`src/pkg/idp_regs.vh`:
```
`ifndef IDP_REGS_VH
`define IDP_REGS_VH
// =====================================================================
// register offsets (byte addresses on the register bus)
`define IDP_OFF_WIN0        12'h000
`define IDP_OFF_PTR0        12'h004
`define IDP_OFF_WIN1        12'h008
`define IDP_OFF_PTR1        12'h00c
`define IDP_OFF_PPTR_LO     12'h010
`define IDP_OFF_PPTR_HI     12'h014
`define IDP_OFF_LATCH_LO    12'h018
`define IDP_OFF_LATCH_HI    12'h01c
`define IDP_OFF_ALU_STATUS  12'h020
`define IDP_OFF_BANK_SEL    12'h024
// =====================================================================
// data addresses of the window locations themselves
`define IDP_ADDR_WIN0       8'h00
`define IDP_ADDR_WIN1       8'h08
// =====================================================================
// mode field and zero flag positions in the alu status register
`define IDP_MODE0_LSB       0
`define IDP_MODE1_LSB       2
`define IDP_ZERO_BIT        4
// mode encodings
`define IDP_MODE_DEC        2'b00
`define IDP_MODE_INC        2'b01
// reset values and the zero read word
`define IDP_RST_BYTE        8'h00
`define IDP_RST_WORD        16'h0000
`define IDP_RST_STATUS      8'h0f
`define IDP_RST_BANK        4'h0
`define IDP_ZERO_DATA       32'h00000000
`endif

```
`src/verilog/idp_pointer_unit.v`:
```
// =====================================================================
// Overview of operation
// window registers hold nothing; accesses go to memory at paired pointer
// each pointer is eight bits, reaching all 256 data bytes
// banked targets use the current bank select value
// indirect read of a window location returns zero, sets zero flag
// indirect write of a window location is a no-operation, flags kept
// pointer at zero: read gives zero plus zero flag, write discarded
// two mode bits per pointer: decrement, increment or hold after access
// upper mode pair in alu status drives pointer 1, lower pair pointer 0
// pointer stepping never touches any alu status flag
// window moves finish in one cycle
// two bytes form a 16-bit program memory pointer for table instructions
// 16-bit table latch, high and low bytes mapped on the bus, buffers table words
// mode 00 decrements, 01 increments, 1x holds; pointers wrap modulo 256
//
// Implementation choices: the register offsets and the APB slave port.
`timescale 1ns/1ps
`include "idp_regs.vh"
module idp_pointer_unit #(
   parameter BANK_W = 4
) (
   input  wire        clock,       // core clock
   input  wire        rst_n,       // async reset, active low
   input  wire        clk_en,      // freezes all state while low
   input  wire        psel,        // apb select
   input  wire        penable,     // apb access phase
   input  wire        pwrite,      // apb direction
   input  wire [11:0] paddr,       // apb byte address
   input  wire [31:0] pwdata,      // apb write data
   output wire        pready,      // apb ready
   output reg  [31:0] prdata,      // apb read data
   output wire        pslverr,     // apb error
   output wire [7:0]  mem_addr,    // data memory address
   output wire [BANK_W-1:0] mem_bank, // data memory bank
   output wire        mem_we,      // data memory write strobe
   output wire [7:0]  mem_wdata,   // data memory write data
   input  wire [7:0]  mem_rdata,   // data memory read data, same cycle
   output wire        mem_re,      // data memory read strobe
   input  wire        tbl_rd,      // table read: latch takes program word
   input  wire        tbl_wt,      // table write: latch word goes out
   input  wire [15:0] prog_rdata,  // program word read at pointer
   input  wire        tbl_inc,     // step program pointer after table op
   output wire [15:0] prog_addr,   // program memory word address
   output reg  [15:0] prog_wdata,  // program word to write
   output reg         prog_we      // program write strobe
);
   // =====================================================================
   // state
   reg [7:0]        ptr0;
   reg [7:0]        ptr1;
   reg [7:0]        pptr_lo;
   reg [7:0]        pptr_hi;
   reg [15:0]       latch;
   reg [7:0]        alu_status;
   reg [BANK_W-1:0] bank_sel;

   // =====================================================================
   // bus decode
   wire access   = psel & penable;
   wire wr       = access & pwrite & clk_en;
   wire sel_w0   = (paddr == `IDP_OFF_WIN0);
   wire sel_w1   = (paddr == `IDP_OFF_WIN1);
   wire sel_win  = sel_w0 | sel_w1;
   wire mapped   = sel_win | (paddr == `IDP_OFF_PTR0) | (paddr == `IDP_OFF_PTR1) |
                   (paddr == `IDP_OFF_PPTR_LO) | (paddr == `IDP_OFF_PPTR_HI) |
                   (paddr == `IDP_OFF_LATCH_LO) | (paddr == `IDP_OFF_LATCH_HI) |
                   (paddr == `IDP_OFF_ALU_STATUS) | (paddr == `IDP_OFF_BANK_SEL);

   // single cycle answer for every access
   assign pready  = 1'b1;
   assign pslverr = access & ~mapped;

   // =====================================================================
   // indirect access path
   wire [7:0] cur_ptr  = sel_w1 ? ptr1 : ptr0;
   wire       tgt_win  = (cur_ptr == `IDP_ADDR_WIN0) | (cur_ptr == `IDP_ADDR_WIN1);
   wire       win_acc  = access & sel_win & clk_en;
   wire [1:0] mode0    = alu_status[`IDP_MODE0_LSB+1:`IDP_MODE0_LSB];
   wire [1:0] mode1    = alu_status[`IDP_MODE1_LSB+1:`IDP_MODE1_LSB];

   // pointer zero is window 0, so one test covers both cases
   assign mem_addr  = cur_ptr;
   assign mem_bank  = bank_sel;
   assign mem_we    = win_acc & pwrite & ~tgt_win;               // see
   assign mem_re    = win_acc & ~pwrite & ~tgt_win;
   assign mem_wdata = pwdata[7:0];

   // next pointer after a window access
   function [7:0] step;
      input [7:0] p;
      input [1:0] m;
      begin
         if (m == `IDP_MODE_DEC) begin
            step = p - 8'h01;
         end else if (m == `IDP_MODE_INC) begin
            step = p + 8'h01;
         end else begin
            step = p;
         end
      end
   endfunction

   // =====================================================================
   // program side
   assign prog_addr = {pptr_hi, pptr_lo};
   wire [15:0] next_pptr = prog_addr + 16'h0001;

   // =====================================================================
   // read mux
   always @* begin
      prdata = `IDP_ZERO_DATA;
      if (sel_win) begin
         prdata = tgt_win ? `IDP_ZERO_DATA : {24'h000000, mem_rdata}; // see
      end else if (paddr == `IDP_OFF_PTR0) begin
         prdata = {24'h000000, ptr0};
      end else if (paddr == `IDP_OFF_PTR1) begin
         prdata = {24'h000000, ptr1};
      end else if (paddr == `IDP_OFF_PPTR_LO) begin
         prdata = {24'h000000, pptr_lo};
      end else if (paddr == `IDP_OFF_PPTR_HI) begin
         prdata = {24'h000000, pptr_hi};
      end else if (paddr == `IDP_OFF_LATCH_LO) begin
         prdata = {24'h000000, latch[7:0]};
      end else if (paddr == `IDP_OFF_LATCH_HI) begin
         prdata = {24'h000000, latch[15:8]};
      end else if (paddr == `IDP_OFF_ALU_STATUS) begin
         prdata = {24'h000000, alu_status};
      end else if (paddr == `IDP_OFF_BANK_SEL) begin
         prdata = {{(32-BANK_W){1'b0}}, bank_sel};
      end
   end

   // =====================================================================
   // register updates
   always @(posedge clock or negedge rst_n) begin
      if (!rst_n) begin
         ptr0       <= `IDP_RST_BYTE;
         ptr1       <= `IDP_RST_BYTE;
         pptr_lo    <= `IDP_RST_BYTE;
         pptr_hi    <= `IDP_RST_BYTE;
         latch      <= `IDP_RST_WORD;
         alu_status <= `IDP_RST_STATUS;
         bank_sel   <= `IDP_RST_BANK;
         prog_wdata <= `IDP_RST_WORD;
         prog_we    <= 1'b0;
      end else if (clk_en) begin
         prog_we <= 1'b0;
         // window access: step the paired pointer, flags untouched by the step
         if (win_acc) begin
            if (sel_w1) begin
               ptr1 <= step(ptr1, mode1);                        // see
            end else begin
               ptr0 <= step(ptr0, mode0);                        // see
            end
            // zero flag from every window read: set on a window location, else from read data
            if (!pwrite) begin
               alu_status[`IDP_ZERO_BIT] <= tgt_win ? 1'b1 : (mem_rdata == `IDP_RST_BYTE); // see
            end
         end
         if (wr && (paddr == `IDP_OFF_PTR0)) begin
            ptr0 <= pwdata[7:0];
         end
         if (wr && (paddr == `IDP_OFF_PTR1)) begin
            ptr1 <= pwdata[7:0];
         end
         if (wr && (paddr == `IDP_OFF_ALU_STATUS)) begin
            alu_status <= pwdata[7:0];
         end
         if (wr && (paddr == `IDP_OFF_BANK_SEL)) begin
            bank_sel <= pwdata[BANK_W-1:0];
         end
         // table pointer: software write, else post-step after table op
         if (wr && (paddr == `IDP_OFF_PPTR_LO)) begin
            pptr_lo <= pwdata[7:0];
         end else if (wr && (paddr == `IDP_OFF_PPTR_HI)) begin
            pptr_hi <= pwdata[7:0];
         end else if ((tbl_rd | tbl_wt) && tbl_inc) begin
            pptr_lo <= next_pptr[7:0];
            pptr_hi <= next_pptr[15:8];
         end
         // table latch: program read wins over byte writes
         if (tbl_rd) begin
            latch <= prog_rdata;
         end else begin
            if (wr && (paddr == `IDP_OFF_LATCH_LO)) begin
               latch[7:0] <= pwdata[7:0];
            end
            if (wr && (paddr == `IDP_OFF_LATCH_HI)) begin
               latch[15:8] <= pwdata[7:0];
            end
         end
         if (tbl_wt) begin
            prog_wdata <= latch;
            prog_we    <= 1'b1;
         end
      end
   end
endmodule

```
`config.mk`:
```
export PLATFORM = sky130hd
export DESIGN_NAME = idp_pointer_unit
export DESIGN_NICKNAME = d
export VERILOG_FILES = /design/src/verilog/idp_pointer_unit.v
export VERILOG_INCLUDE_DIRS = /design/src /design/src/pkg
export SDC_FILE = /design/constraint.sdc
export NUM_CORES = 1
export LEC_CHECK = 0
export ABC_AREA = 0
export BUFFER_PORTS_ARGS = -buffer_cell sky130_fd_sc_hd__buf_4
export CAP_MARGIN = 20
export CORE_MARGIN = 2
export CORE_UTILIZATION = 50
export DETAILED_ROUTE_END_ITERATION = 8
export GPL_TIMING_DRIVEN = 0
export PLACE_DENSITY = 0.78
export REMOVE_ABC_BUFFERS = 1
export SLEW_MARGIN = 10
export SYNTH_ARGS = -nofsm -noshare
export SYNTH_HDL_FRONTEND = slang
export SYNTH_SLANG_ARGS = --single-unit
```
`constraint.sdc`:
```
create_clock -name clock -period 7.16 [get_ports clock]
set_clock_uncertainty 0.1 [all_clocks]
set_input_delay 1.432 -clock clock [delete_from_list [all_inputs] [get_ports clock]]
set_output_delay 1.432 -clock clock [all_outputs]
set_load 0.01 [all_outputs]
```
==> report_table.html, run 1 <==
<table>
<tr><th>Metric</th><th>Value</th></tr>
<tr><th colspan="2">Critical path</th></tr>
<tr><td>Path depth of the worst reg2reg path</td><td>8</td></tr>
<tr><td>Critical path endpoint</td><td>prdata[3]</td></tr>
<tr><td>Category of the worst setup path capture point</td><td>output port</td></tr>
<tr><td>Data required, critical path</td><td>5.63 ns</td></tr>
<tr><td>End of the worst register-to-register path</td><td>ptr1[7]</td></tr>
<tr><td>RR Startpoint</td><td>alu_status[3]</td></tr>
<tr><td>CP Class</td><td>input pin to output port</td></tr>
<tr><td>Arr. time, crit path</td><td>3.96 ns</td></tr>
<tr><td>Setup crit start kind</td><td>input pin</td></tr>
<tr><td>Largest fanout on the critical path</td><td>12</td></tr>
<tr><td>Register-to-register setup slack</td><td>4.32 ns</td></tr>
<tr><td>Launch point of the worst path</td><td>paddr[9]</td></tr>
<tr><th colspan="2">Global routing</th></tr>
<tr><td>Pin count of the biggest net entering global routing</td><td>78</td></tr>
<tr><td>Overall routing resource usage</td><td>29.2%</td></tr>
<tr><td>First-pass GRT wire length</td><td>26200 um</td></tr>
<tr><td>Antenna violations before repair</td><td>0</td></tr>
<tr><td>Final global-route overflow total</td><td>0</td></tr>
<tr><td>Number of global-route vias before repair</td><td>5064</td></tr>
<tr><th colspan="2">Cells and area</th></tr>
<tr><td>Area Growth Syn to Fin</td><td>19.7%</td></tr>
<tr><td>Number of filler cells placed in the layout</td><td>900</td></tr>
<tr><td>Layout Cell Area excl Fill</td><td>~0.0064 mm^2</td></tr>
<tr><td>Nets@finish</td><td>just over 800</td></tr>
<tr><td>Ratio of cells with drive above 1 in the final layout</td><td>25.2%</td></tr>
<tr><td>Core utilization of the finished layout</td><td>between 60% and 70%</td></tr>
<tr><td>Antenna diode count</td><td>0</td></tr>
<tr><th colspan="2">Yosys</th></tr>
<tr><td>Portion of the post-synthesis area used by sequential elements</td><td>between 30% and 40%</td></tr>
<tr><td>Number of distinct library cells after synthesis</td><td>between 60 and 70</td></tr>
<tr><td>Register bit total from synthesis</td><td>77</td></tr>
<tr><td>Average size of a mapped cell</td><td>8.62 um^2</td></tr>
<tr><td>Biggest area consumer among synthesized cells</td><td>sky130_fd_sc_hd__dfrtp_1</td></tr>
<tr><td>Yosys warning total</td><td>0</td></tr>
<tr><td>Post-synthesis cell area</td><td>roughly 0.0053 mm^2</td></tr>
<tr><td>Cell types occupying the most area after synthesis</td><td>sky130_fd_sc_hd__dfrtp_1 34%, sky130_fd_sc_hd__a21oi_1 7.2%, sky130_fd_sc_hd__mux2_2 6.1%</td></tr>
<tr><td>Leading register cell type out of synthesis</td><td>sky130_fd_sc_hd__dfrtp_1</td></tr>
<tr><td>Area share of the largest cell type after synthesis</td><td>34.2%</td></tr>
<tr><td>Asr flop ratio synth</td><td>100%</td></tr>
<tr><td>Post-Synthesis Cells</td><td>just over 600</td></tr>
<tr><td>Post-synth EDFFs</td><td>0</td></tr>
<tr><th colspan="2">Clocking</th></tr>
<tr><td>Maximum level of the CTS H-tree</td><td>3</td></tr>
<tr><td>Master cell of the clock root buffer</td><td>sky130_fd_sc_hd__clkbuf_8</td></tr>
<tr><td># resized after CTS</td><td>0</td></tr>
<tr><td>Bufs on Longest Clock Path</td><td>2</td></tr>
<tr><td>Post-CTS setup repair buffer count</td><td>0</td></tr>
<tr><td>Number of sinks handled by clock tree synthesis</td><td>77</td></tr>
<tr><td>Clock-pin slew on the worst setup and hold paths</td><td>0.10 ns</td></tr>
<tr><td>Number of buffers inserted by hold repair at cts</td><td>0</td></tr>
<tr><td>Number of CTS-inserted buffers</td><td>9</td></tr>
<tr><td>Clock tree from TritonCTS</td><td>built</td></tr>
<tr><td>Clock latency on the worst-skew pair</td><td>roughly 0.37 ns</td></tr>
<tr><th colspan="2">Drt</th></tr>
<tr><td>DR DRC count</td><td>0</td></tr>
<tr><td>Final ANT Viol Nets</td><td>0</td></tr>
<tr><td>Vias post-DR</td><td>5397</td></tr>
<tr><td>Detailed-router iteration count before antenna repair</td><td>5</td></tr>
<tr><td>Avg Vias per Cell</td><td>6.28</td></tr>
<tr><td>Routed wirelength normalized by instance count</td><td>around 20 um</td></tr>
<tr><td>Routed Wire Length</td><td>around 17000 um</td></tr>
<tr><td>Initial DRC count</td><td>389</td></tr>
<tr><th colspan="2">Place</th></tr>
<tr><td>Worst slack, placed</td><td>1.41 ns</td></tr>
<tr><td>Placed wire-length estimate</td><td>12200 um</td></tr>
<tr><td>Placer congestion estimate</td><td>between 0.9 and 1</td></tr>
<tr><td>IO Port Bufs</td><td>roughly 120</td></tr>
<tr><td>Post-Place Cell Area</td><td>slightly above 0.006 mm^2</td></tr>
<tr><th colspan="2">STA</th></tr>
<tr><td>Fraction of the cycle the final worst path needs</td><td>76.7%</td></tr>
<tr><td>RSZ-0062 raised after global routing</td><td>no</td></tr>
<tr><td>Endpoints failing setup</td><td>0</td></tr>
<tr><td>Actual transition at the worst max-transition pin</td><td>0.992 ns</td></tr>
<tr><td>Final count of pins violating max slew</td><td>0</td></tr>
<tr><td>Count of final hold-check violations</td><td>0</td></tr>
<tr><td>Minimum clock period after layout</td><td>5.49 ns</td></tr>
<tr><td>Achievable Freq</td><td>0.182 GHz</td></tr>
<tr><td>Worst slew slack as a fraction of its limit</td><td>about a third</td></tr>
<tr><td>Hold slack</td><td>0.394 ns</td></tr>
<tr><td>Total negative setup slack</td><td>0 ns</td></tr>
<tr><td>Final worst-path setup slack</td><td>1.67 ns</td></tr>
<tr><th colspan="2">Floorplanning</th></tr>
<tr><td>Die Outline Area</td><td>0.0115 mm^2</td></tr>
<tr><td>Starting Density</td><td>51.5%</td></tr>
<tr><td>Number of cell rows</td><td>37</td></tr>
<tr><td>Horizontal extent of the die</td><td>107 um</td></tr>
<tr><td>Core area</td><td>0.0104 mm^2</td></tr>
<tr><td>I/O pin total</td><td>~170</td></tr>
<tr><td>Die Y-Extent</td><td>107 um</td></tr>
<tr><th colspan="2">Power and ir drop</th></tr>
<tr><td>Power Density</td><td>between 150 and 200 mW/mm^2</td></tr>
<tr><td>Total leakage power</td><td>2.84 nW</td></tr>
<tr><td>Max IR drop VDD</td><td>0.134 mV</td></tr>
<tr><th colspan="2">Job</th></tr>
<tr><td>Max Cap Violations</td><td>0</td></tr>
<tr><th colspan="2">Hold path</th></tr>
<tr><td>Cell depth of the worst min-delay path</td><td>2</td></tr>
<tr><td>Worst hold path class</td><td>register to register</td></tr>
<tr><th colspan="2">Outcome</th></tr>
<tr><td>Run status</td><td>complete, no violations</td></tr>
</table>
==> layout make-up <==
| type | count | area, um^2 | share of cell area (%) |
|---|---|---|---|
| timing repair buffer | 119 | 895 | 14.0 |
| clock buffer | 9 | 124 | 1.94 |
| sequential | 77 | 1930 | 30.2 |
| tap | 136 | 170 | 2.66 |
| multi-input combinational | 492 | 3080 | 48.1 |
| clock inverter | 7 | 128 | 1.99 |
| inverter | 19 | 71.3 | 1.11 |
==> cell usage after synthesis (7+ instances only) <==
cell type and number:
sky130_fd_sc_hd__mux2_2 29, sky130_fd_sc_hd__o22ai_1 10, sky130_fd_sc_hd__nand2_1 58, sky130_fd_sc_hd__mux2i_1 15
sky130_fd_sc_hd__ha_1 13, sky130_fd_sc_hd__o211ai_1 12, sky130_fd_sc_hd__buf_4 36, sky130_fd_sc_hd__nor2b_1 14
sky130_fd_sc_hd__nand4_1 9, sky130_fd_sc_hd__inv_1 19, sky130_fd_sc_hd__nor3_1 14, sky130_fd_sc_hd__xor2_1 7
sky130_fd_sc_hd__dfrtp_1 73, sky130_fd_sc_hd__nand3_1 22, sky130_fd_sc_hd__o21ai_0 43, sky130_fd_sc_hd__a21oi_1 77
sky130_fd_sc_hd__clkbuf_1 13, sky130_fd_sc_hd__nor2_1 50
==> sequential cells by signal, summed over array words and instances (netlist names) <==
name        flops
alu_status      8
latch          16
mem_bank        4
pptr_hi         8
pptr_lo         8
prog_wdata     16
prog_we         1
ptr0            8
ptr1            8
==> through the flow <==
step / cells / total power, mW
2_1_floorplan: 588 / 0.658
3_3_place_gp: 840 / 0.803
3_5_place_dp: 841 / 0.816
4_1_cts: 857 / 1.23
5_1_grt: 859 / 1.29
6_report: 859 / 1.23
==> cell families (layout without fill, tap and decap cells) <==
| group | after synthesis | after routing | share of synthesized area (%) |
|---|---|---|---|
| DFF | 77 | 77 | 36.1 |
| xor gates and xnor gates | 11 | 11 | 1.80 |
| muxes | 44 | 44 | 8.92 |
| adders and majority gates | 15 | 15 | 3.79 |
| other | 2 | 25 | 0.141 |
| buffers and inverters | 74 | 154 | 7.96 |
| and+or+nand+nor | 205 | 205 | 19.5 |
| AOI/OAI and AO/OA | 192 | 192 | 21.8 |
==> report_power, final <==
| part | switching (mW) | total (mW) | internal [mW] |
|---|---|---|---|
| clock network | 0.188 | 0.426 | 0.238 |
| logic | 0.142 | 0.269 | 0.128 |
| registers | 0.0539 | 0.540 | 0.486 |
==> worst min path at each step <==
stage | start | end
6_report | prog_wdata[10] | prog_wdata[10]
5_1_grt | prog_wdata[5] | prog_wdata[5]
4_1_cts | prog_wdata[10] | prog_wdata[10]
3_5_place_dp | prog_wdata[10] | prog_wdata[10]
3_3_place_gp | prog_wdata[10] | prog_wdata[10]
2_1_floorplan | alu_status[5] | alu_status[5]
==> layer usage <==
layer  GRT usage (%)  routed length [um]
met5               0                   0
met2            45.7                7640
met3            5.69                1800
met1            40.0                6920
met4            11.4                 527
==> cell usage in the layout (no fill, tap or decap), drive strengths merged, types with 3 or more instances in the layout <==
master	synthesis	final
a21boi	4	4
a21o	5	5
a21oi	77	77
a221o	4	4
a22oi	5	5
a2bb2oi	4	4
a31oi	6	6
and3	3	3
and4	4	4
buf	42	118
bufinv	0	3
clkbuf	13	10
conb	2	25
dfrtp	73	73
dfstp	4	4
ha	13	13
inv	19	23
mux2	29	29
mux2i	15	15
nand2	58	58
nand2b	4	4
nand3	23	23
nand4	9	9
nor2	50	50
nor2b	14	14
nor3	15	15
nor4	7	7
o211ai	12	12
o21a	3	3
o21ai	44	44
o22ai	10	10
o31ai	3	3
o41ai	3	3
or3	4	4
or4	5	5
xnor2	4	4
xor2	7	7
==> critical path, cell delays in order <==
cell                      delay, ns
sky130_fd_sc_hd__buf_4         0.12
sky130_fd_sc_hd__nor4_4        0.62
sky130_fd_sc_hd__and4_2        0.54
sky130_fd_sc_hd__mux2i_1       0.47
sky130_fd_sc_hd__nor2b_1       0.34
sky130_fd_sc_hd__nand2_1       0.10
sky130_fd_sc_hd__o21ai_0       0.13
sky130_fd_sc_hd__buf_4         0.18
Power figures use the tool's default switching activity.
==> run 2, diff against run 1 <==
--- a/config.mk
+++ b/config.mk
@@ -10,10 +10,10 @@
 export BUFFER_PORTS_ARGS = -buffer_cell sky130_fd_sc_hd__buf_4
 export CAP_MARGIN = 20
 export CORE_MARGIN = 2
-export CORE_UTILIZATION = 50
+export CORE_UTILIZATION = 47
 export DETAILED_ROUTE_END_ITERATION = 8
 export GPL_TIMING_DRIVEN = 0
-export PLACE_DENSITY = 0.78
+export PLACE_DENSITY = 0.77
 export REMOVE_ABC_BUFFERS = 1
 export SLEW_MARGIN = 10
 export SYNTH_ARGS = -nofsm -noshare
==> constraint.sdc (replaced) <==
create_clock -name clock -period 4.7 [get_ports clock]
set_clock_uncertainty 0.1 [all_clocks]
set_input_delay 0.94 -clock clock [delete_from_list [all_inputs] [get_ports clock]]
set_output_delay 0.94 -clock clock [all_outputs]
set_load 0.01 [all_outputs]
==> report_table.html, run 2 (synthesis gave the netlist of run 1 again) <==
<table>
<tr><th>Metric</th><th>Value</th></tr>
<tr><th colspan="2">Outcome</th></tr>
<tr><td>Run status</td><td>complete, no violations (unchanged)</td></tr>
<tr><th colspan="2">Floorplanning</th></tr>
<tr><td>Number of cell rows</td><td>38 (was 37)</td></tr>
<tr><td>Die Outline Area</td><td>0.0122 mm^2 (was 0.0115 mm^2)</td></tr>
<tr><td>I/O pin total</td><td>166 (unchanged)</td></tr>
<tr><td>Core area</td><td>0.0110 mm^2 (was 0.0104 mm^2)</td></tr>
<tr><td>Horizontal extent of the die</td><td>111 um (was 107 um)</td></tr>
<tr><td>Starting Density</td><td>48.7% (was 51.5%)</td></tr>
<tr><td>Die Y-Extent</td><td>111 um (was 107 um)</td></tr>
<tr><th colspan="2">Critical path</th></tr>
<tr><td>CP Class</td><td>input pin to output port (unchanged)</td></tr>
<tr><td>Path depth of the worst reg2reg path</td><td>8 (unchanged)</td></tr>
<tr><td>Setup crit start kind</td><td>input pin (unchanged)</td></tr>
<tr><td>Arr. time, crit path</td><td>3.41 ns (was 3.96 ns)</td></tr>
<tr><td>End of the worst register-to-register path</td><td>ptr0[7] (was ptr1[7])</td></tr>
<tr><td>Data required, critical path</td><td>3.66 ns (was 5.63 ns)</td></tr>
<tr><td>Register-to-register setup slack</td><td>1.93 ns (was 4.32 ns)</td></tr>
<tr><td>CP Depth</td><td>7 (was 8)</td></tr>
<tr><td>RR Startpoint</td><td>alu_status[1] (was alu_status[3])</td></tr>
<tr><td>Cells traversed along the worst timing path</td><td>buf_4 -&gt; or4_4 -&gt; nor3_1 -&gt; nand2_1 -&gt; nor3_1 -&gt; and2_1 -&gt; buf_4 (was buf_4 -&gt; nor4_4 -&gt; and4_2 -&gt; mux2i_1 -&gt; nor2b_1 -&gt; nand2_1 -&gt; o21ai_0 -&gt; buf_4)</td></tr>
<tr><td>Category of the worst setup path capture point</td><td>output port (unchanged)</td></tr>
<tr><td>Largest fanout on the critical path</td><td>7 (was 12)</td></tr>
<tr><td>Worst path buffer plus inverter count</td><td>2 (unchanged)</td></tr>
<tr><td>Dominant delay contributor by cell family on the critical path</td><td>simple AND/OR/NAND/NOR gates (unchanged)</td></tr>
<tr><td>CP max stage cell</td><td>sky130_fd_sc_hd__nor3_1 (was sky130_fd_sc_hd__nor4_4)</td></tr>
<tr><td>Stage delay of the slowest cell on the critical path</td><td>0.66 ns (was 0.62 ns)</td></tr>
<tr><th colspan="2">STA</th></tr>
<tr><td>Worst slew slack as a fraction of its limit</td><td>33.5% (was 33.8%)</td></tr>
<tr><td>RSZ-0062 raised after global routing</td><td>no (unchanged)</td></tr>
<tr><td>Final count of pins violating max slew</td><td>0 (unchanged)</td></tr>
<tr><td>Fraction of the cycle the final worst path needs</td><td>94.7%</td></tr>
<tr><td>Actual transition at the worst max-transition pin</td><td>0.972 ns (was 0.992 ns)</td></tr>
<tr><td>Achievable Freq</td><td>0.225 GHz</td></tr>
<tr><td>Count of final hold-check violations</td><td>0 (unchanged)</td></tr>
<tr><td>Minimum clock period after layout</td><td>4.45 ns</td></tr>
<tr><td>Hold slack</td><td>0.395 ns (was 0.394 ns)</td></tr>
<tr><td>Endpoints failing setup</td><td>0 (unchanged)</td></tr>
<tr><th colspan="2">Power and ir drop</th></tr>
<tr><td>Power Density</td><td>303 mW/mm^2 (was 193 mW/mm^2)</td></tr>
<tr><td>Max IR drop VDD</td><td>0.231 mV (was 0.134 mV)</td></tr>
<tr><td>Proportion of total power due to net switching</td><td>30.5% (was 31.0%)</td></tr>
<tr><td>Total leakage power</td><td>2.87 nW (was 2.84 nW)</td></tr>
<tr><td>Share of power burned in the clock network</td><td>36.7% (was 34.5%)</td></tr>
<tr><td>Share of total power in combinational logic</td><td>21.1% (was 21.8%)</td></tr>
<tr><td>Switching Power</td><td>0.597 mW (was 0.383 mW)</td></tr>
<tr><td>Int Pwr</td><td>1.36 mW (was 0.852 mW)</td></tr>
<tr><td>Relative contribution of sequential cells to total power</td><td>42.3% (was 43.7%)</td></tr>
<tr><th colspan="2">Hold path</th></tr>
<tr><td>Hold path endpoint</td><td>prog_wdata[10] (unchanged)</td></tr>
<tr><td>Worst hold path class</td><td>register to register (unchanged)</td></tr>
<tr><td>HP Start</td><td>prog_wdata[10] (unchanged)</td></tr>
<tr><td>Cell depth of the worst min-delay path</td><td>2 (unchanged)</td></tr>
<tr><th colspan="2">Clocking</th></tr>
<tr><td>Maximum level of the CTS H-tree</td><td>3 (unchanged)</td></tr>
<tr><td>Number of CTS-inserted buffers</td><td>9 (unchanged)</td></tr>
<tr><td>Master cell of the clock root buffer</td><td>sky130_fd_sc_hd__clkbuf_16 (was sky130_fd_sc_hd__clkbuf_8)</td></tr>
<tr><td>Bufs on Longest Clock Path</td><td>2 (unchanged)</td></tr>
<tr><td>Post-CTS setup repair buffer count</td><td>0 (unchanged)</td></tr>
<tr><td>Clock tree from TritonCTS</td><td>built (unchanged)</td></tr>
<tr><td>Clock latency on the worst-skew pair</td><td>0.34 ns (was 0.37 ns)</td></tr>
<tr><td>Number of buffers inserted by hold repair at cts</td><td>0 (unchanged)</td></tr>
<tr><td>Number of sinks handled by clock tree synthesis</td><td>77 (unchanged)</td></tr>
<tr><td>Clock-pin slew on the worst setup and hold paths</td><td>0.06 ns (was 0.10 ns)</td></tr>
<tr><th colspan="2">Cells and area</th></tr>
<tr><td>Area Growth Syn to Fin</td><td>21.1% (was 19.7%)</td></tr>
<tr><td>Antenna diode count</td><td>0 (unchanged)</td></tr>
<tr><td>Nets@finish</td><td>810 (unchanged)</td></tr>
<tr><td>Top library cells by usage in the layout, fill and taps aside</td><td>117 x sky130_fd_sc_hd__buf_4, 77 x sky130_fd_sc_hd__a21oi_1, 73 x sky130_fd_sc_hd__dfrtp_1 (unchanged)</td></tr>
<tr><td>Layout Cell Area excl Fill</td><td>0.00647 mm^2 (was 0.00640 mm^2)</td></tr>
<tr><td>Largest registers ranked by flip-flop count</td><td>latch: 16 flops, prog_wdata: 16 flops (unchanged)</td></tr>
<tr><td>Post-layout instance count excluding filler cells</td><td>863 (was 859)</td></tr>
<tr><td>Ratio of cells with drive above 1 in the final layout</td><td>25.4% (was 25.2%)</td></tr>
<tr><td>Most frequent standard cell in the layout excluding fill and tap cells</td><td>sky130_fd_sc_hd__buf_4 (unchanged)</td></tr>
<tr><th colspan="2">Place</th></tr>
<tr><td>Placed wire-length estimate</td><td>12800 um (was 12200 um)</td></tr>
<tr><td>Number of cells after detailed placement</td><td>846 (was 841)</td></tr>
<tr><td>IO Port Bufs</td><td>116 (unchanged)</td></tr>
<tr><td>Post-Place Cell Area</td><td>0.00614 mm^2 (was 0.00613 mm^2)</td></tr>
<tr><td>Placer congestion estimate</td><td>0.936 (was 0.986)</td></tr>
<tr><th colspan="2">Global routing</th></tr>
<tr><td>Pin count of the biggest net entering global routing</td><td>78 (unchanged)</td></tr>
<tr><td>Antenna violations before repair</td><td>0 (unchanged)</td></tr>
<tr><td>First-pass GRT wire length</td><td>27100 um (was 26200 um)</td></tr>
<tr><td>Number of global-route vias before repair</td><td>4980 (was 5064)</td></tr>
<tr><td>Final global-route overflow total</td><td>0 (unchanged)</td></tr>
<tr><td>Overall routing resource usage</td><td>27.8% (was 29.2%)</td></tr>
<tr><th colspan="2">Drt</th></tr>
<tr><td>DR DRC count</td><td>0 (unchanged)</td></tr>
<tr><td>Final ANT Viol Nets</td><td>0 (unchanged)</td></tr>
<tr><td>Vias post-DR</td><td>5237 (was 5397)</td></tr>
<tr><td>Detailed-router iteration count before antenna repair</td><td>5 (unchanged)</td></tr>
<tr><td>Avg Vias per Cell</td><td>6.07 (was 6.28)</td></tr>
<tr><td>Routed wirelength normalized by instance count</td><td>20.0 um (was 19.7 um)</td></tr>
<tr><td>Routed Wire Length</td><td>17200 um (was 16900 um)</td></tr>
<tr><td>Initial DRC count</td><td>481 (was 389)</td></tr>
<tr><th colspan="2">Job</th></tr>
<tr><td>Max Cap Violations</td><td>0 (unchanged)</td></tr>
</table>
run 2: changes by cell type in the layout (fill, tap and decap cells not counted), sizes merged:
cell / previous run / this run
inv: 23 / 20
bufinv: 3 / 1
clkinv: 0 / 3
buf: 118 / 119
clkinvlp: 0 / 1
run 2: per-layer routing:
layer  track usage (%)  part of all wire [%]  vias to the layer above
met2              43.6                    47                      259
met3              6.31                   8.1                       31
met4              8.58                   2.3                        0
met1              38.4                    42                     2528
met5                 0                     0                        -
li1                  -                     -                     2419
run 2: worst max-delay path by stage:
stage	startpoint	to	slack (ns)
floorplan	paddr[4]	prdata[4]	0.74
global placement	paddr[4]	prdata[6]	-0.31
detailed placement	paddr[4]	prdata[4]	-0.02
CTS	paddr[4]	prdata[4]	0.17
global route	paddr[4]	prdata[4]	0.05
finish	paddr[4]	mem_re	0.25
run 2: area by class of cell:
type                    instances  area [um^2]
fillers                       976         4510
well taps                     140          175
clock buffers                  10          239
clock inverters                 6         61.3
inverters                      19         71.3
repair buffers                119          902
flip-flops and latches         77         1930
multi-input cells             492         3090
run 2: timing repair:
| item | CTS | global route |
|---|---|---|
| pin swaps | 0 | 0 |
| resized for setup | 1 | 1 |
| endpoints found under the hold margin | 0 | 0 |
| setup endpoints to repair | 4 | 4 |
run 2: power groups by stage:
stage	sequential, mW	clock, mW	combinational (mW)
floorplan	0.842	0	0.161
global placement	0.833	0	0.397
detailed placement	0.839	0	0.408
CTS	0.828	0.718	0.410
global route	0.842	0.751	0.446
finish	0.828	0.719	0.413
run 2: tightest hold or removal path: stages, from the launching register on:
cell                      delay [ns]
sky130_fd_sc_hd__dfrtp_1        0.34
sky130_fd_sc_hd__nand2_1        0.05
sky130_fd_sc_hd__o21ai_0        0.06
run 2: per-stage QoR:
stage	power (mW)	setup slack (ns)	utilization, %	setup TNS, ns
final	1.96	0.249	58.9	0
after global routing	2.04	0.0535	58.9	0
after CTS	1.96	0.172	58.7	0
after detailed placement	1.25	-0.0223	55.9	-0.0682
after global placement	1.23	-0.305	55.8	-1.65
after floorplan	1.00	0.736	-	0
